[src/fom_pkg.sv]
// Package for the flash output source selection block.
package fom_pkg;

  // Output source of read cycles.
  typedef enum logic [1:0] {
    FOM_SRC_ARRAY  = 2'h0,
    FOM_SRC_STATUS = 2'h1,
    FOM_SRC_IDENT  = 2'h3
  } fom_src_t;

  // Chip state group as reported by the write engine.
  typedef enum logic [1:0] {
    FOM_GRP_SETUP = 2'h0,
    FOM_GRP_LOCK  = 2'h1,
    FOM_GRP_OTP   = 2'h3,
    FOM_GRP_IDLE  = 2'h2
  } fom_grp_t;

  // Command write from the host.
  typedef struct packed {
    logic valid;
    logic [7:0] code;
    logic [3:0] part;
  } fom_cmd_t;

  localparam int FOM_PARTS = 16;
  localparam logic [7:0] FOM_CMD_READ_ARRAY = 8'hff;
  localparam logic [7:0] FOM_CMD_READ_STATUS = 8'h70;
  localparam logic [7:0] FOM_CMD_CLEAR_STATUS = 8'h50;
  localparam logic [7:0] FOM_CMD_IDENT_A = 8'h90;
  localparam logic [7:0] FOM_CMD_IDENT_B = 8'h98;
  localparam logic [7:0] FOM_CMD_OTP_SETUP = 8'hc0;
  localparam logic [7:0] FOM_CMD_LOCK_CONFIRM = 8'h01;
  localparam logic [7:0] FOM_CMD_LOCKDOWN_CONFIRM = 8'h2f;
  localparam logic [7:0] FOM_CMD_CONFIG_CONFIRM = 8'h03;
  localparam logic [7:0] FOM_CMD_SETUP_PROGRAM_A = 8'h10;
  localparam logic [7:0] FOM_CMD_SETUP_PROGRAM_B = 8'h40;
  localparam logic [7:0] FOM_CMD_SETUP_BUFFERED = 8'he8;
  localparam logic [7:0] FOM_CMD_SETUP_ERASE = 8'h20;
  localparam logic [7:0] FOM_CMD_SETUP_FACTORY = 8'h30;
  localparam logic [7:0] FOM_CMD_CONFIRM = 8'hd0;
  localparam logic [7:0] FOM_CMD_SUSPEND = 8'hb0;
  localparam logic [7:0] FOM_CMD_LOCK_SETUP = 8'h60;
  localparam int FOM_READY_BIT = 0;
  localparam logic [7:0] FOM_ERR_MASK = 8'h3a;
  localparam logic [7:0] FOM_STATUS_RESET = 8'h80;

endpackage : fom_pkg
[src/fom_output_select.sv]
// Output source selection for each partition of a parallel flash command interface.
//
// Contract
// - In setup, load or confirm states every command selects the status word, except a confirm code in lock setup, which selects array contents.
// - From ready, suspended or busy, read-array selects array contents.
// - From those states read-status selects status; identify commands select identification data.
// - From those states the one-time-programmable setup command selects status.
// - Stray lock, lock-down or configuration confirm codes there leave selection unchanged.
// - Clear-status clears error bits only while the write engine is idle and factory programming is not active.
// - Each partition keeps its own selection; chip state ignores it.
// - Factory program data is accepted only while status bit 0 is zero.
// - Lock, unlock, lock-down or configuration confirm performs it, then returns ready.
module fom_output_select
  import fom_pkg::*;
(
  // Clock and reset.
  input wire logic clk,
  input wire logic reset_n,
  // Host command write.
  input fom_cmd_t cmd,
  // Chip state from the write engine.
  input fom_grp_t grp,
  input wire logic engine_busy,
  input wire logic factory_mode,
  input wire logic [7:0] status_in,
  // Selection and status outputs.
  output fom_src_t sel_out [FOM_PARTS],
  output logic [7:0] status_err,
  output logic factory_data_accept,
  output logic lock_op_start
);

  ////////////////////////////////////////////////////////////////////////////

  localparam int SRC_W = $bits(fom_src_t);

  // True for the lock, lock-down and configuration confirm codes.
  function automatic logic fom_is_stray_confirm(logic [7:0] code);
    return code == FOM_CMD_LOCK_CONFIRM
           || code == FOM_CMD_LOCKDOWN_CONFIRM
           || code == FOM_CMD_CONFIG_CONFIRM;
  endfunction : fom_is_stray_confirm

  fom_src_t sel_r [FOM_PARTS];
  fom_src_t sel_nxt;
  logic [SRC_W*FOM_PARTS-1:0] sel_flat;
  logic clear_blocked;
  logic [7:0] err_r;
  logic keep;
  logic clear_ok;

  wire logic is_read_array = cmd.code == FOM_CMD_READ_ARRAY;
  wire logic is_read_status = cmd.code == FOM_CMD_READ_STATUS;
  wire logic is_ident = cmd.code == FOM_CMD_IDENT_A || cmd.code == FOM_CMD_IDENT_B;
  wire logic is_otp = cmd.code == FOM_CMD_OTP_SETUP;
  wire logic is_confirm_lock = fom_is_stray_confirm(cmd.code);
  wire logic is_lock_confirm_any = is_confirm_lock || cmd.code == FOM_CMD_CONFIRM;

  // Decode of the new source; keep means the partition holds its source.
  always_comb begin
    sel_nxt = FOM_SRC_STATUS;
    keep = 1'b0;
    case (grp)
      FOM_GRP_SETUP: sel_nxt = FOM_SRC_STATUS;
      FOM_GRP_LOCK: sel_nxt = is_lock_confirm_any ? FOM_SRC_ARRAY : FOM_SRC_STATUS;
      FOM_GRP_OTP: keep = 1'b1;
      FOM_GRP_IDLE: begin
        if (is_read_array) begin
          sel_nxt = FOM_SRC_ARRAY;
        end else if (is_ident) begin
          sel_nxt = FOM_SRC_IDENT;
        end else if (is_read_status || is_otp) begin
          sel_nxt = FOM_SRC_STATUS;
        end else if (is_confirm_lock) begin
          keep = 1'b1;
        end else begin
          sel_nxt = FOM_SRC_STATUS;
        end
      end
      default: keep = 1'b1;
    endcase
  end

  // One selection per partition, touched only by a write to it.
  always_ff @(posedge clk or negedge reset_n) begin
    if (!reset_n) begin
      for (int i = 0; i < FOM_PARTS; i++) begin
        sel_r[i] <= FOM_SRC_ARRAY;
      end
    end else if (cmd.valid && !keep) begin
      sel_r[cmd.part] <= sel_nxt;
    end
  end

  assign sel_out = sel_r;

  // Flattened copy of all selections, so that whole-array stability can be checked.
  always_comb begin
    sel_flat = '0;
    for (int i = 0; i < FOM_PARTS; i++) begin
      sel_flat[i*SRC_W +: SRC_W] = sel_r[i];
    end
  end

  ////////////////////////////////////////////////////////////////////////////

  // Error bits: new errors win over a clear in the same cycle.
  // A clear is ignored while the engine runs or factory programming is active.
  assign clear_blocked = engine_busy || factory_mode;
  assign clear_ok = cmd.valid && cmd.code == FOM_CMD_CLEAR_STATUS && !clear_blocked;

  always_ff @(posedge clk or negedge reset_n) begin
    if (!reset_n) begin
      err_r <= 8'h00;
    end else if (clear_ok) begin
      err_r <= status_in & FOM_ERR_MASK;
    end else begin
      err_r <= err_r | (status_in & FOM_ERR_MASK);
    end
  end

  assign status_err = err_r;

  // Factory program data gate and lock operation launch.
  assign factory_data_accept = cmd.valid && factory_mode
                               && !status_in[FOM_READY_BIT];
  assign lock_op_start = cmd.valid && grp == FOM_GRP_LOCK && is_lock_confirm_any;
endmodule : fom_output_select

[config.mk]
export PLATFORM = sky130hd
export DESIGN_NAME = fom_output_select
export DESIGN_NICKNAME = d
export VERILOG_FILES = /design/src/fom_pkg.sv /design/src/fom_output_select.sv
export SDC_FILE = /design/constraint.sdc
export NUM_CORES = 1
export LEC_CHECK = 0
export BUFFER_PORTS_ARGS = -buffer_cell sky130_fd_sc_hd__buf_2
export CELL_PAD_IN_SITES_DETAIL_PLACEMENT = 0
export CELL_PAD_IN_SITES_GLOBAL_PLACEMENT = 1
export CORE_MARGIN = 1.5
export CORE_UTILIZATION = 33
export DETAILED_ROUTE_END_ITERATION = 10
export PLACE_DENSITY = 0.8
export SKIP_LAST_GASP = 1
export SLEW_MARGIN = 10
export SYNTH_ARGS = -nofsm -noshare
export SYNTH_HDL_FRONTEND = slang
export SYNTH_SLANG_ARGS = --single-unit
[constraint.sdc]
create_clock -name clk -period 0.8 [get_ports clk]
set_input_delay 0 -clock clk [delete_from_list [all_inputs] [get_ports clk]]
set_output_delay 0 -clock clk [all_outputs]
set_load 0.02 [all_outputs]
==> impl_metrics.toml <==
[yosys]
synth_top_area_cell = "dfrtp_1"
ys_ff_latch = 36
synthDistinctLibCells = 30
synthAdderAreaFrac_pct = 2.174
ys_warn_count = 0
synth_flop_cell = "dfrtp_1"
synth_edf_count = 0
synth_top_family_by_area = "multiplexers"
seq_area_frac_synth_pct = 52.17
yosys-top-cells-area = "dfrtp_1, mux2_2, nor4_1"
yosys.area_share.simple_pct = 16.38
synth.most_common_cell = "dfrtp_1"
yosysTopAreaCellShare_pct = 52.17
synth_area_um2 = 1727
avgSynthCellArea_um2 = 12.60
synth_mux_area_share_pct = 20.87
async_reset_ff_share_pct = 100.0
synthTopCellsByCount = "dfrtp_1, mux2_2, nor4_1"
postSynthCellCount = 137
yosys.area_share.xor_xnor_pct = 0
synth_compound_area_share_pct = 4.638

[clock_network]
insertion_delay_ns = 0.28
cts_tree = "built"
cts_buffer_depth = 2
cts.sinks = 36
numCtsBuffers = 5
htree_levels = 2
root_buffer = "clkbuf_8"
clk_pin_slew_worst_paths_ns = 0.07

[setup_path]
path_class = "input pin to flip-flop"
cp_max_fo = 15
worstSetupEndpointType = "flip-flop"
start_kind = "input pin"
arrival_ns = 1.73
path_cells = "buf_6 -> or4b_4 -> a21o_1 -> a311oi_4 -> buf_12 -> or3_1 -> mux2_2"
worstPathRequired_ns = 0.97
r2r-start = "status_err[3]"
cp_top_family = "simple AND/OR/NAND/NOR gates"
path_buf_inv = 2
critPathSlowestCell = "or4b_4"
cp-startpoint = "cmd[8]"
slowest_delay_ns = 0.51

[global_routing]
grt_usage_pct = 17.40
grt_pass1_vias = 1613
antenna_found_initial = 0
grt_pass1_wl_um = 7320
grt_max_degree = 37
grt_overflow = 0

[sta]
finalHoldWorstSlack_ns = 0.05811
hold_viol_final = 0
rsz0062_at_grt = "yes"
maxSlewHeadroom_pct = 54.25
drv_slew = 0
period_needed_ns = 1.560
finalSetupViolations = 71
post-route-period-util_pct = 195.0
final.setup.worst_slack_ns = -0.7602
max_freq_mhz = 640.9
finalSetupTns_ns = -24.69
worst_slew_pin_slew_ns = 0.6856
fin_skew_ns = 0

[power]
pwr-share-comb_pct = 30.2
p_per_area_nw_per_um2 = 1746
p_leak_nw = 1.329
switching_share_pct = 29.50
clockPowerShare_pct = 25.8
peakVddDrop_mv = 1.317
power_frac_seq_pct = 44.0
switching_power_mw = 1.506
internal-power_mw = 3.599

[layout]
nets = 274
antenna_cells = 0
final_core_util_pct = 57.62
layout-drive-gt1-share_pct = 61.63
syn2layout_area_growth_pct = 69.35

[min_path]
hold_path_class = "input pin to flip-flop"
min_from = "engine_busy"

[floorplanning]
die_w_um = 75.34
rows = 26
die_area_um2 = 5675
initial_core_util_pct = 34.02
fp.dieH_um = 75.34
coreArea_um2 = 5075
io_pins = 69

[outcome]
violations = "negative setup slack"
status = "finished with violations"

[route]
drt_iter0_drc = 41
routedWlPerCell_um = 14.04
drc = 0
ant_nets = 0
via_per_inst = 4.635
via_count = 1460
routed_wl_um = 4423
first_pass_iters = 4

[place]
place.gp.congestion = 0.8283
dpl.hpwl_um = 3015
port_buffers = 61

[run]
max-cap-violations = 0
-- metal layers --
| layer | GRT usage (%) | part of all wire, % | vias up |
|---|---|---|---|
| li1 | - | - | 712 |
| met1 | 21.99 | 43 | 697 |
| met2 | 28.46 | 50 | 47 |
| met3 | 5.688 | 6.3 | 4 |
| met4 | 5.357 | 0.70 | 0 |
| met5 | 0 | 0 | - |
-- kinds of logic after synthesis --
logic type | count (synthesis)
other | 1
buffers and inverters | 10
DFF | 36
and+or+nand+nor | 46
muxes | 32
adders and majority gates | 3
AOI/OAI and AO/OA | 9
-- sequential cells by signal, indices dropped and copies added (netlist names) --
register / flops
status_err: 4
sel_out: 32
-- worst paths after layout --
path,end,slack [ns],cells after the start
max in group asynchronous,sel_out[13],0.41,3
worst max-delay path,sel_out[3],-0.76,7
worst min-delay path,status_err[5],0.06,4
min in group asynchronous,sel_out[15],0.20,3
worst min register to register,status_err[1],0.51,1
worst max register to register,status_err[3],-0.01,2
-- power by group through the flow --
stage	Combinational [mW]	Sequential, mW	Clock [mW]
after floorplan	0.357	2.51	0
after global placement	1.17	2.22	0
after detailed placement	1.18	2.22	0
after CTS	1.54	2.25	1.37
after global routing	1.66	2.28	1.48
final	1.54	2.25	1.32
-- worst reg2reg max path, cell delays in order, from the launching register on --
cell     delay (ns)
dfrtp_1        0.40
buf_4          0.14
a21o_1         0.16
-- timing repair --
item	4_1_cts	5_1_grt
pin swaps	7	3
buffers inserted	11	5
gates resized for setup	96	9
endpoints found under the setup margin	73	73
hold endpoints to repair	40	0
hold buffers	5	0
-- layout by cell type (no fill, tap or decap), types with 2 or more instances in the layout --
cell	n
nor4_1	6
clkbuf_8	6
mux2_2	32
ha_1	3
buf_6	48
nand4_1	2
dlygate4sd3_1	5
nor3_1	3
nand2_1	4
nand3_1	3
nor4b_4	2
nand3_4	2
buf_4	30
dfrtp_1	36
nand3b_1	2
buf_2	19
conb_1	4
a21o_1	5
or3_1	5
nor2_1	3
buf_12	2
nand2b_1	5
inv_1	2
-- final cells by class --
class                   count  area [µm²]
fillers                   438        2151
clock buffers               7       86.33
flip-flops and latches     36       900.9
repair buffers            105       965.9
well taps                  70       87.58
inverters                   2       7.507
clock inverters             1       7.507
multi-input cells          94       868.3
-- per-stage QoR --
step	instances	total power, mW	area (µm²)	setup WS [ns]
floorplan	140	2.870	1764	-0.8317
global placement	292	3.388	2346	-1.069
detailed placement	292	3.403	2346	-1.090
CTS	316	5.158	2913	-0.7505
global route	315	5.411	2924	-0.7943
finish	315	5.105	2924	-0.7602
No activity file was read; power rests on OpenSTA's default activity.
